==> src/rtl/serc_pkg.sv <==
package serc_pkg;

  // Core clock: the internal RC clock as modelled here, 200 MHz.
  localparam int unsigned CLOCK_HZ         = 200_000_000;
  localparam int unsigned CLOCK_PERIOD_PS  = 5_000;

  // Undervoltage blanking after power-on-reset release, in microseconds.
  localparam int unsigned UV_BLANK_US      = 150;
  localparam int unsigned UV_BLANK_CYCLES  = (UV_BLANK_US * 1_000_000) / CLOCK_PERIOD_PS;
  localparam int unsigned BLANK_CNT_WIDTH  = 16;

  localparam logic [3:0] GATE_LEVEL_RESET  = 4'h0;
  localparam logic [2:0] UV_THR_DISABLED   = 3'h0;
  localparam logic [2:0] UV_THR_RESET      = 3'h0;

  typedef enum logic [1:0]
  {
    SERC_OFF     = 2'b00,
    SERC_WAIT    = 2'b01,
    SERC_NORMAL  = 2'b10
  } serc_mode_type;

  typedef struct packed
  {
    logic [3:0] gate_supply_level_sel;
    logic [2:0] gate_supply_uv_threshold;
    logic       core_regulator_keep_alive;
  } serc_settings_type;

endpackage

==> src/rtl/serc_sync.sv <==
`timescale 1ns/1ps
`default_nettype none

module serc_sync
  import serc_pkg::*;
(
  input  wire logic       clock_i,
  input  wire logic       reset_i,
  input  wire logic [1:0] async_i,
  output logic      [1:0] sync_o
);

  // Two stages per bit; the first stage feeds only the second.
  typedef struct packed
  {
    logic [1:0] stage_one;
    logic [1:0] stage_two;
  } serc_sync_state_type;

  serc_sync_state_type state;
  serc_sync_state_type next_state;

  always_comb
  begin
    next_state = state;
    for (int i = 0; i < 2; i++)
    begin
      next_state.stage_one[i] = async_i[i];
      next_state.stage_two[i] = state.stage_one[i];
    end
  end

  always_ff @(posedge clock_i or posedge reset_i)
  begin
    if (reset_i)
    begin
      state <= '0;
    end
    else
    begin
      state <= next_state;
    end
  end

  assign sync_o = state.stage_two;

endmodule

`default_nettype wire

==> src/rtl/serc_supply_control.sv <==
`timescale 1ns/1ps
`default_nettype none

module serc_supply_control
  import serc_pkg::*;
(
  input  wire logic              clock_i,
  input  wire logic              reset_i,
  input  wire logic              enable_input_a_i,
  input  wire logic              failsafe_or_enable_input_b_i,
  input  wire logic              core_supply_good_i,
  input  wire logic              battery_supply_good_i,
  input  wire logic              uv_detect_i,
  input  wire serc_settings_type settings_i,
  input  wire logic              settings_valid_i,
  output logic                   core_regulator_on_o,
  output logic                   chip_reset_o,
  output logic                   booster_enable_o,
  output logic                   uv_lockout_o,
  output logic [3:0]             gate_supply_level_sel_o,
  output logic [2:0]             gate_supply_uv_threshold_o,
  output logic                   blanking_o
);

  typedef struct packed
  {
    serc_mode_type              mode;
    serc_settings_type          settings;
    logic [BLANK_CNT_WIDTH-1:0] blank_count;
    logic                       blanking;
    logic                       uv_lockout;
    logic                       core_on;
    logic                       chip_reset;
    logic                       booster_enable;
    logic [1:0]                 supply_sync1;
    logic [1:0]                 supply_sync2;
    logic                       uv_sync1;
    logic                       uv_sync2;
  } serc_state_type;

  localparam logic [BLANK_CNT_WIDTH-1:0] BLANK_LAST =
    BLANK_CNT_WIDTH'(UV_BLANK_CYCLES - 1);

  serc_state_type state;
  serc_state_type next_state;
  logic [1:0]     enable_sync;
  logic           any_enable;
  logic           supplies_good;
  logic           uv_seen;

  serc_sync enable_sync_inst
  (
    .clock_i (clock_i),
    .reset_i (reset_i),
    .async_i ({failsafe_or_enable_input_b_i, enable_input_a_i}),
    .sync_o  (enable_sync)
  );

  always_comb
  begin
    next_state = state;
    next_state.supply_sync1 = {battery_supply_good_i, core_supply_good_i};
    next_state.supply_sync2 = state.supply_sync1;
    next_state.uv_sync1 = uv_detect_i;
    next_state.uv_sync2 = state.uv_sync1;
    any_enable = |enable_sync;
    supplies_good = &state.supply_sync2;
    // Detection counts only after blanking and with a nonzero threshold.
    uv_seen = state.uv_sync2 && !state.blanking
              && (state.settings.gate_supply_uv_threshold != UV_THR_DISABLED);
    case (state.mode)
      SERC_OFF:
      begin
        next_state.core_on = 1'b0;
        next_state.chip_reset = 1'b1;
        next_state.booster_enable = 1'b0;
        next_state.settings = '0;
        if (any_enable)
        begin
          next_state.mode = SERC_WAIT;
          next_state.core_on = 1'b1;
        end
      end
      SERC_WAIT:
      begin
        next_state.core_on = 1'b1;
        if (!any_enable)
        begin
          next_state.mode = SERC_OFF;
          next_state.core_on = 1'b0;
        end
        else if (supplies_good)
        begin
          next_state.mode = SERC_NORMAL;
          next_state.chip_reset = 1'b0;
          next_state.blanking = 1'b1;
          next_state.blank_count = '0;
        end
      end
      SERC_NORMAL:
      begin
        if (settings_valid_i)
        begin
          next_state.settings = settings_i;
        end
        if (state.blanking)
        begin
          if (state.blank_count == BLANK_LAST)
          begin
            next_state.blanking = 1'b0;
          end
          else
          begin
            next_state.blank_count = state.blank_count + 1'b1;
          end
        end
        // The lockout follows the detector; a recovered supply restarts the booster.
        next_state.uv_lockout = uv_seen;
        next_state.booster_enable = !uv_seen;
        if (!supplies_good
            || (!any_enable && !state.settings.core_regulator_keep_alive))
        begin
          next_state.mode = SERC_OFF;
          next_state.core_on = 1'b0;
          next_state.chip_reset = 1'b1;
          next_state.booster_enable = 1'b0;
          next_state.uv_lockout = 1'b0;
          next_state.blanking = 1'b0;
          next_state.settings = '0;
        end
      end
      default:
      begin
        next_state.mode = SERC_OFF;
      end
    endcase
  end

  always_ff @(posedge clock_i or posedge reset_i)
  begin
    if (reset_i)
    begin
      state <= '{mode: SERC_OFF, chip_reset: 1'b1, default: '0};
    end
    else
    begin
      state <= next_state;
    end
  end

  assign core_regulator_on_o        = state.core_on;
  assign chip_reset_o               = state.chip_reset;
  assign booster_enable_o           = state.booster_enable;
  assign uv_lockout_o               = state.uv_lockout;
  assign gate_supply_level_sel_o    = state.settings.gate_supply_level_sel;
  assign gate_supply_uv_threshold_o = state.settings.gate_supply_uv_threshold;
  assign blanking_o                 = state.blanking;
endmodule

`default_nettype wire

==> config.mk <==
export PLATFORM = sky130hd
export DESIGN_NAME = serc_supply_control
export DESIGN_NICKNAME = d
export VERILOG_FILES = /design/src/rtl/serc_pkg.sv /design/src/rtl/serc_sync.sv /design/src/rtl/serc_supply_control.sv
export SDC_FILE = /design/constraint.sdc
export NUM_CORES = 1
export LEC_CHECK = 0
export ABC_AREA = 1
export BUFFER_PORTS_ARGS = -buffer_cell sky130_fd_sc_hd__buf_4
export CAP_MARGIN = 20
export CORE_MARGIN = 1
export CORE_UTILIZATION = 55
export CTS_BUF_LIST = sky130_fd_sc_hd__clkbuf_16
export CTS_CLUSTER_SIZE = 25
export DETAILED_ROUTE_END_ITERATION = 10
export GPL_TIMING_DRIVEN = 1
export MAX_ROUTING_LAYER = met4
export PLACE_DENSITY = 0.81
export SYNTH_ARGS = -nofsm -noshare
export SYNTH_HDL_FRONTEND = slang
export SYNTH_SLANG_ARGS = --single-unit
==> constraint.sdc <==
create_clock -name clock_i -period 3.2 [get_ports clock_i]
set_input_delay 0.64 -clock clock_i [delete_from_list [all_inputs] [get_ports clock_i]]
set_output_delay 0.64 -clock clock_i [all_outputs]
set_load 0.005 [all_outputs]
==> results of run 1 <==
[state kept, by name, summed over array words and instances (netlist names), 2 cells and up]
signal / count
gate_supply_uv_threshold_o: 3
enable_sync_inst.next_state: 2
state: 22
next_state: 3
enable_sync_inst.sync_o: 2
gate_supply_level_sel_o: 4
[routing by layer]
layer	wire, µm	GRT usage
met1	1910	0.286
met2	2160	0.410
met3	173	0.0511
met4	89	0.114
met5	0	-
[worst max path at each step]
stage	from	endpoint	depth (start not counted)
CTS	state[35]	gate_supply_level_sel_o[1]	6
floorplan	reset_i	blanking_o	1
global route	state[35]	gate_supply_level_sel_o[1]	6
global placement	state[35]	gate_supply_level_sel_o[2]	6
finish	state[35]	gate_supply_level_sel_o[1]	6
detailed placement	state[35]	gate_supply_uv_threshold_o[2]	6
[synth_stat cells]
cell and number:
a21boi_0 1, a21oi_1 1, buf_2 1, buf_4 8, buf_6 1, clkbuf_1 2
clkinv_1 1, dfrtp_1 40, dfstp_2 1, ha_1 6, inv_1 20, inv_2 3
nand2_1 106, nand2_2 1, nand2_4 2, nand3_1 24, nand3_2 1, nand4_1 3
nor2_1 34, nor2_4 1, nor4_1 1, o211ai_1 1, o21a_1 1, o21ai_0 5
o21ai_1 10, o21bai_1 1, o22ai_1 1, o22ai_2 1, o311ai_0 1, xnor2_1 2
xor2_1 3
[final cells by class]
class / count / area [µm²]
Tap cell: 48 / 60.1
Fill cell: 308 / 1190
Multi-Input combinational cell: 207 / 977
Clock buffer: 5 / 125
Clock inverter: 2 / 35.0
Sequential cell: 41 / 1030
Inverter: 24 / 90.1
Timing Repair Buffer: 28 / 210
[stage by stage]
stage | std cells | setup slack [ns] | util | hold slack, ns
after detailed placement | 348 | 1.32 | 0.636 | 0.337
after global routing | 355 | 1.06 | 0.679 | 0.351
final | 355 | 1.30 | 0.679 | 0.348
after floorplan | 284 | 1.62 | - | 0.331
after CTS | 355 | 1.30 | 0.679 | 0.349
after global placement | 348 | 1.43 | 0.636 | 0.331
[report_power, final]
part | internal [W] | switching [W] | total (W)
registers | 0.000577 | 0.0000535 | 0.000630
clock network | 0.000361 | 0.000182 | 0.000544
logic | 0.000166 | 0.000318 | 0.000485
[cells by family after synthesis]
group           synth area share
compound gates            0.0632
fa+ha+maj                 0.0345
flops                      0.472
xor+xnor                  0.0201
buf+inv                   0.0798
simple gates               0.331
==> out/metrics.cfg, run 1 <==
[worst_setup_path]
cpMostUsedCell=nand2_1
cp_slowest_stage_delay_ns=0.50
timing.critical_path.buf_inv=1
timing.rr.start=state[35]
cpMaxStageDelayCell=o22ai_2
cp-end-kind=flip-flop
worstPathRequired_ns=3.40
ff2ff_setup_slack_ns=1.30
r2r_end=gate_supply_level_sel_o[1]
crit_path_start_kind=flip-flop
crit_chain=inv_1 -> ha_1 -> nand2_1 -> o22ai_2 -> nand2_1 -> o21ai_1
arrival_ns=2.11
crit_type=flip-flop to flip-flop
r2r_cells=6
crit_family=compound AO/OA/AOI/OAI gates
cp_max_fo=16

[clocking]
cts_tree=yes
hold_buffers=0
h-tree-depth=2
post_cts_buffers=0
path_clk_slew_ns=0.05
cts_root_buffer=clkbuf_16
clkLatencyLatePin_ns=0.28
post_cts_resize_count=0
cts_sinks=41
cts_inserted_buffers=5
clockBufferDepth=2

[logic_synthesis]
post_synth_inst_count=284
yosysSeqAreaShare=0.472
synth_top_cell_by_area=dfrtp_1
synth.distinct_cells=31
synth_top_cell_area_share=0.460
ys_ff_latch=41
synthesis.area_mm2=0.00218
synth.yosys.warnings=0
netlist_top_cells_area=dfrtp_1 46%, nand2_1 18%, nor2_1 5.9%, nand3_1 5.5%, ha_1 3.4%
synth_nets=306
avgSynthCellArea_um2=7.67

[finish]
final_common_cell=nand2_1
syn2layout_area_growth_pct=15.9
num-nets-final=329
final_area_mm2=0.00252
n_antenna_cell=0
layout_common_cells=106 x nand2_1, 40 x dfrtp_1, 34 x nor2_1
drive_gt1_frac=0.147

[global_route]
grt_pass1_vias=1719
grt_usage=0.247
overflow=0
antenna_found_initial=0
grt_max_degree=28
grt_pass1_wl_mm=7.44

[routing]
drt-initial-drc-count=86
finalWirelength_mm=4.33
via_per_inst=5.15
drcViolationCount=0
antenna_left=0
post_drt_wl_per_cell_um=12.2
num_vias=1827
first_pass_iters=4

[placement]
place_hpwl_mm=3.17
gp_congestion=0.900
io_buffer_count=27
postPlaceCellArea_mm2=0.00236

[timing]
rsz0062_at_grt=no
finClkSkew_ns=0.00353
tns_ns=0
period_share=0.594
hold_viol_final=0
finalSetupViolations=0
finalWorstPathRequiredPeriod_ns=1.90
fmax_mhz=526
final_max_slew_viol_count=0
tightest_slew_ns=0.620
relSlewSlack=0.586

[die]
std_cell_rows=22
dieArea_mm2=0.00422
core_mm2=0.00372
die_w_um=64.9
dieHeight_um=64.9
initial_core_util=0.586
pin_count=28

[run_status]
outcome=finished clean

[hold_path]
min_from=next_state[3]
hp-class=flip-flop to flip-flop
hold_end=state[3]
whs_path_depth=0

[power]
powerDensity_mw_per_mm2=657
p_leak_nw=1.25
ir_drop_mv=0.533
total_power_w=0.00166

[run]
cap_violations=0

No activity file was read; power rests on OpenSTA's default activity.
==> run 2: changes to the inputs <==
Clock period 3.2 ns to 1.83 ns, I/O delays scaled along.
==> run 2 against run 1 <==
  * Count of clock-buffer cells in the layout did not move
  * Clock power rose by 80%
  * Wire length fell by 1.8%
  * Combinational power rose by 89%
  * Clock skew fell by 0.0016 ns
  * Maximum frequency rose by 13%
  * Highest routed layer unchanged
  * Cell count rose by 1.7%
  * Register-to-register slack got worse by 1.1 ns
  * Critical endpoint is now gate_supply_uv_threshold_o[2]
  * Utilization rose by 1.2 points
  * Design area rose by 1.8%
  * Critical path type unchanged
==> out/metrics.cfg, run 2 (synthesis gave the netlist of run 1 again) <==
[run_status]
outcome=finished clean  ; unchanged

[die]
std_cell_rows=22  ; unchanged
die_w_um=64.9  ; unchanged
dieArea_mm2=0.00422  ; unchanged
core_mm2=0.00372  ; unchanged
pin_count=28  ; unchanged
dieHeight_um=64.9  ; unchanged
initial_core_util=0.586  ; unchanged

[routing]
post_drt_wl_per_cell_um=11.8  ; was 12.2 µm
drcViolationCount=0  ; unchanged
antenna_left=0  ; unchanged
num_vias=1844  ; was 1827
first_pass_iters=4  ; unchanged
via_per_inst=5.11  ; was 5.15
finalWirelength_mm=4.25  ; was 4.33 mm
drt-initial-drc-count=143  ; was 86

[worst_setup_path]
cpMaxStageDelayCell=dfrtp_1  ; was o22ai_2
crit_chain=inv_1 -> ha_1 -> buf_4 -> nand2_1 -> o22ai_2 -> buf_4 -> nand2_1 -> o21ai_1  ; was inv_1 -> ha_1 -> nand2_1 -> o22ai_2 -> nand2_1 -> o21ai_1
timing.critical_path.buf_inv=3  ; was 1
cp-end-kind=flip-flop  ; unchanged
crit_type=flip-flop to flip-flop  ; unchanged
cp_slowest_stage_delay_ns=0.40  ; was 0.50 ns
crit_path_start_kind=flip-flop  ; unchanged
arrival_ns=1.88  ; was 2.11 ns
crit_family=buffers and inverters  ; was compound AO/OA/AOI/OAI gates
r2r_cells=8  ; was 6
worstPathRequired_ns=2.04  ; was 3.40 ns
r2r_end=gate_supply_uv_threshold_o[2]  ; was gate_supply_level_sel_o[1]
timing.rr.start=state[35]  ; unchanged
cp_max_fo=16  ; unchanged
ff2ff_setup_slack_ns=0.15  ; was 1.30 ns

[power]
ir_drop_mv=0.969  ; was 0.533 mV
power.internal_w=0.00200  ; was 0.00110 W
p_leak_nw=1.28  ; was 1.25 nW
total_power_w=0.00300  ; was 0.00166 W
switchingPower_w=0.000997  ; was 0.000554 W
powerDensity_mw_per_mm2=1170  ; was 657 mW/mm²
p_comb_frac=0.305  ; was 0.292
switching_share=0.332  ; was 0.334
p_seq_frac=0.368  ; was 0.380
pwr-share-clk=0.327  ; was 0.328

[clocking]
cts_sinks=41  ; unchanged
h-tree-depth=2  ; unchanged
cts_root_buffer=clkbuf_16  ; unchanged
cts_inserted_buffers=5  ; unchanged
clockBufferDepth=2  ; unchanged
clkLatencyLatePin_ns=0.28  ; about the same
cts_tree=yes  ; unchanged
path_clk_slew_ns=0.06  ; was 0.05 ns
hold_buffers=0  ; unchanged

[hold_path]
whs_path_depth=1  ; was 0
hold_end=next_state[0]  ; was state[3]
min_from=uv_detect_i  ; was next_state[3]
hp-class=primary input to flip-flop  ; was flip-flop to flip-flop

[placement]
place_hpwl_mm=2.97  ; was 3.17 mm
io_buffer_count=27  ; unchanged
gp_congestion=0.904  ; was 0.900

[global_route]
grt_usage=0.233  ; was 0.247
overflow=0  ; unchanged
antenna_found_initial=0  ; unchanged
grt_pass1_vias=1662  ; was 1719
grt_pass1_wl_mm=7.25  ; was 7.44 mm
grt_max_degree=42  ; was 28

[finish]
largest_reg_flops=22  ; unchanged
final_common_cell=nand2_1  ; unchanged
n_antenna_cell=0  ; unchanged
num-nets-final=334  ; was 329
largest_register=state  ; unchanged
fill_cells=317  ; was 308
layout_common_cells=106 x nand2_1, 40 x dfrtp_1, 34 x nor2_1  ; unchanged
syn2layout_area_growth_pct=18.0  ; was 15.9%
drive_gt1_frac=0.160  ; was 0.147

[run]
cap_violations=0  ; unchanged

[timing]
finalSetupViolations=0  ; unchanged
hold_viol_final=0  ; unchanged
period_share=0.916  ; was 0.594
finalWorstPathRequiredPeriod_ns=1.68  ; was 1.90 ns
finClkSkew_ns=0.00197  ; was 0.00353 ns
tns_ns=0  ; unchanged
fmax_mhz=596  ; was 526 MHz
tightest_slew_ns=0.494  ; was 0.620 ns
relSlewSlack=0.671  ; was 0.586
rsz0062_at_grt=no  ; unchanged
final_max_slew_viol_count=0  ; unchanged

## run 2: cell types whose count changed in the layout (fill, tap and decap cells not counted), sizes merged
cell  previous run  this run
inv             23        24
buf             28        33
## run 2: through the flow
step	utilization	worst slack, ns	area (µm²)	hold WS (ns)	std cells
floorplan	-	0.291	2180	0.331	284
global placement	0.642	0.243	2390	0.331	351
detailed placement	0.642	0.170	2390	0.335	351
CTS	0.688	0.151	2550	0.185	359
global route	0.692	0.000495	2570	0.181	361
finish	0.692	0.153	2570	0.189	361
## run 2: worst max-delay path by stage
stage,start,to,slack (ns),depth (start not counted)
2_1_floorplan,state[35],state[19],0.29,9
3_3_place_gp,state[35],gate_supply_level_sel_o[2],0.24,8
3_5_place_dp,state[36],state[25],0.17,9
4_1_cts,state[36],state[25],0.15,9
5_1_grt,state[36],state[23],0.0005,9
6_report,state[35],gate_supply_uv_threshold_o[2],0.15,8
## run 2: layout make-up
cell class / instances / area, µm² / area share
inverter: 24 / 90.1 / 0.0351
clock inverter: 3 / 42.5 / 0.0166
timing repair buffer: 33 / 248 / 0.0964
tap: 48 / 60.1 / 0.0234
multi-input combinational: 207 / 977 / 0.380
clock buffer: 5 / 125 / 0.0487
sequential: 41 / 1030 / 0.400
## run 2: power by group through the flow
stage               logic, W  registers (W)  clock network, W
global placement    0.000857        0.00111                 0
CTS                 0.000881        0.00111           0.00100
finish              0.000915        0.00111          0.000980
detailed placement  0.000877        0.00112                 0
floorplan           0.000693        0.00108                 0
global route         0.00101        0.00112           0.00103
## run 2: layer usage
layer  track usage  vias to the layer above  share of wire
li1              -                      945              -
met1         0.288                      849           0.46
met2         0.384                       42           0.48
met3        0.0423                        8          0.047
met4        0.0806                        0          0.013
met5             -                        -              0
## run 2: what timing repair did
action | CTS | global route
gates resized for setup | 0 | 0
setup buffers | 0 | 2
endpoints found under the setup margin | 0 | 7
==> run 3: changes to the inputs <==
Settings changed: CELL_PAD_IN_SITES_DETAIL_PLACEMENT from default to 0, CELL_PAD_IN_SITES_GLOBAL_PLACEMENT from default to 2, CORE_UTILIZATION 55 to 33, PLACE_DENSITY 0.81 to 0.83.
Clock period 1.83 ns to 1.85 ns, I/O delays scaled along.
==> run 3 against run 2 <==
  * Global-route usage shrank 8.5 points
  * First-iteration DRC count fell by 67%
  * Clock skew grew 0.0017 ns
  * Critical endpoint is now state[11]
  * Maximum frequency up 2.0%
  * Worst setup slack better by 0.053 ns
  * Register-to-register slack better by 0.05 ns
  * Sequential share of layout area fell by 0.19 points
  * Combinational power is 2.7% lower
  * Flip-flop and latch count is the same
  * Critical path depth increased by 1
==> out/metrics.cfg, run 3 (synthesis gave the netlist of run 1 again) <==
[worst_setup_path]
cp-end-kind=flip-flop  ; unchanged
arrival_ns=1.86  ; was 1.88 ns
cpMostUsedCell=nand2_1
ff2ff_setup_slack_ns=0.21  ; was 0.15 ns
crit_chain=inv_1 -> ha_1 -> nand2_1 -> nand2_1 -> nor2_4 -> nand4_1 -> inv_2 -> nand2_1 -> nand2_1  ; was inv_1 -> ha_1 -> buf_4 -> nand2_1 -> o22ai_2 -> buf_4 -> nand2_1 -> o21ai_1
worstPathRequired_ns=2.07  ; was 2.04 ns
crit_family=simple AND/OR/NAND/NOR gates  ; was buffers and inverters
crit_type=flip-flop to flip-flop  ; unchanged
crit_path_start_kind=flip-flop  ; unchanged
cpMaxStageDelayCell=dfrtp_1  ; unchanged
timing.critical_path.buf_inv=2  ; was 3
cp_slowest_stage_delay_ns=0.36  ; was 0.40 ns
cp_max_fo=7  ; was 16

[timing]
rsz0062_at_grt=no  ; unchanged
finalSetupViolations=0  ; unchanged
final_max_slew_viol_count=0  ; unchanged
hold_viol_final=0  ; unchanged
layout_setup_ws_ns=0.206  ; was 0.153 ns
finClkSkew_ns=0.00362  ; was 0.00197 ns
relSlewSlack=0.652  ; was 0.671
finalWorstPathRequiredPeriod_ns=1.64  ; was 1.68 ns
whs_ns=0.195  ; was 0.189 ns
period_share=0.889  ; was 0.916
tightest_slew_ns=0.522  ; was 0.494 ns
tns_ns=0  ; unchanged
fmax_mhz=608  ; was 596 MHz

[finish]
instances_no_fill=390  ; was 361
syn2layout_area_growth_pct=18.6  ; was 18.0%
largest_reg_flops=22  ; unchanged
num-nets-final=334  ; unchanged
largest_register=state  ; unchanged
n_antenna_cell=0  ; unchanged
drive_gt1_frac=0.160  ; unchanged
fill_cells=641  ; was 317
layout_common_cells=106 x nand2_1, 40 x dfrtp_1, 34 x nor2_1  ; unchanged
final_common_cell=nand2_1  ; unchanged

[die]
dieHeight_um=83.2  ; was 64.9 µm
dieArea_mm2=0.00693  ; was 0.00422 mm²
initial_core_util=0.343  ; was 0.586
pin_count=28  ; unchanged
die_w_um=83.2  ; was 64.9 µm
core_mm2=0.00635  ; was 0.00372 mm²
std_cell_rows=29  ; was 22

[routing]
via_per_inst=4.64  ; was 5.11
drt-initial-drc-count=47  ; was 143
num_vias=1811  ; was 1844
drcViolationCount=0  ; unchanged
post_drt_wl_per_cell_um=11.6  ; was 11.8 µm
first_pass_iters=4  ; unchanged
antenna_left=0  ; unchanged
finalWirelength_mm=4.53  ; was 4.25 mm

[clocking]
clockBufferDepth=2  ; unchanged
cts_sinks=41  ; unchanged
cts_root_buffer=clkbuf_16  ; unchanged
path_clk_slew_ns=0.06  ; about the same
h-tree-depth=2  ; unchanged
cts_tree=yes  ; unchanged
clkLatencyLatePin_ns=0.28  ; about the same
cts_inserted_buffers=5  ; unchanged
hold_buffers=0  ; unchanged

[hold_path]
hp-class=primary input to flip-flop  ; unchanged

[global_route]
grt_max_degree=42  ; unchanged
grt_pass1_wl_mm=8.10  ; was 7.25 mm
grt_pass1_vias=1687  ; was 1662
antenna_found_initial=0  ; unchanged
grt_usage=0.148  ; was 0.233
overflow=0  ; unchanged

[placement]
place_hpwl_mm=3.40  ; was 2.97 mm
dp_slack_ns=0.145  ; was 0.170 ns
gp_congestion=0.752  ; was 0.904
dp_cells=381  ; was 351
io_buffer_count=27  ; unchanged

[run]
cap_violations=0  ; unchanged

[power]
p_leak_nw=1.26  ; was 1.28 nW
ir_drop_mv=0.553  ; was 0.969 mV
powerDensity_mw_per_mm2=1090  ; was 1170 mW/mm²
total_power_w=0.00281  ; was 0.00300 W

[run_status]
outcome=finished clean  ; unchanged

run 3: final timing paths:
path | startpoint | endpoint | cells after the start
setup / recovery | state[36] | state[11] | 9
hold / removal | uv_detect_i | next_state[0] | 1
setup reg to reg | state[36] | state[11] | 9
hold reg to reg | enable_sync_inst.next_state[1] | enable_sync_inst.sync_o[1] | 0
max in group asynchronous | reset_i | chip_reset_o | 3
min in group asynchronous | reset_i | state[11] | 3
run 3: per-stage QoR:
stage	util	area, µm²
3_3_place_gp	0.383	2430
5_1_grt	0.407	2580
4_1_cts	0.406	2570
6_report	0.407	2580
2_1_floorplan	-	2180
3_5_place_dp	0.383	2430
run 3: timing repair:
action                                  CTS  global route
endpoints found under the setup margin    0             9
buffers inserted                          0             1
gates resized for setup                   0             1
run 3: layer usage:
layer / global-route usage / up-vias / wire (µm)
li1: - / 945 / -
met3: 0.0239 / 11 / 143
met4: 0.0517 / 0 / 99
met5: - / - / 0
met2: 0.234 / 37 / 2020
met1: 0.194 / 818 / 2260
run 3: area by class of cell:
type / count / area [µm²] / share of cell area
sequential: 41 / 1030 / 0.398
multi-input combinational: 207 / 977 / 0.378
timing repair buffer: 33 / 248 / 0.0959
clock buffer: 5 / 125 / 0.0484
tap: 77 / 96.3 / 0.0373
inverter: 24 / 90.1 / 0.0349
clock inverter: 3 / 18.8 / 0.00727
run 3: power by group:
group / leakage [nW] / total, W / internal (W) / switching, W
logic: 0.655 / 0.000890 / 0.000339 / 0.000551
clock network: 0.0672 / 0.000825 / 0.000494 / 0.000332
registers: 0.538 / 0.00109 / 0.000997 / 0.0000966
total: 1.26 / 0.00281 / 0.00183 / 0.000980
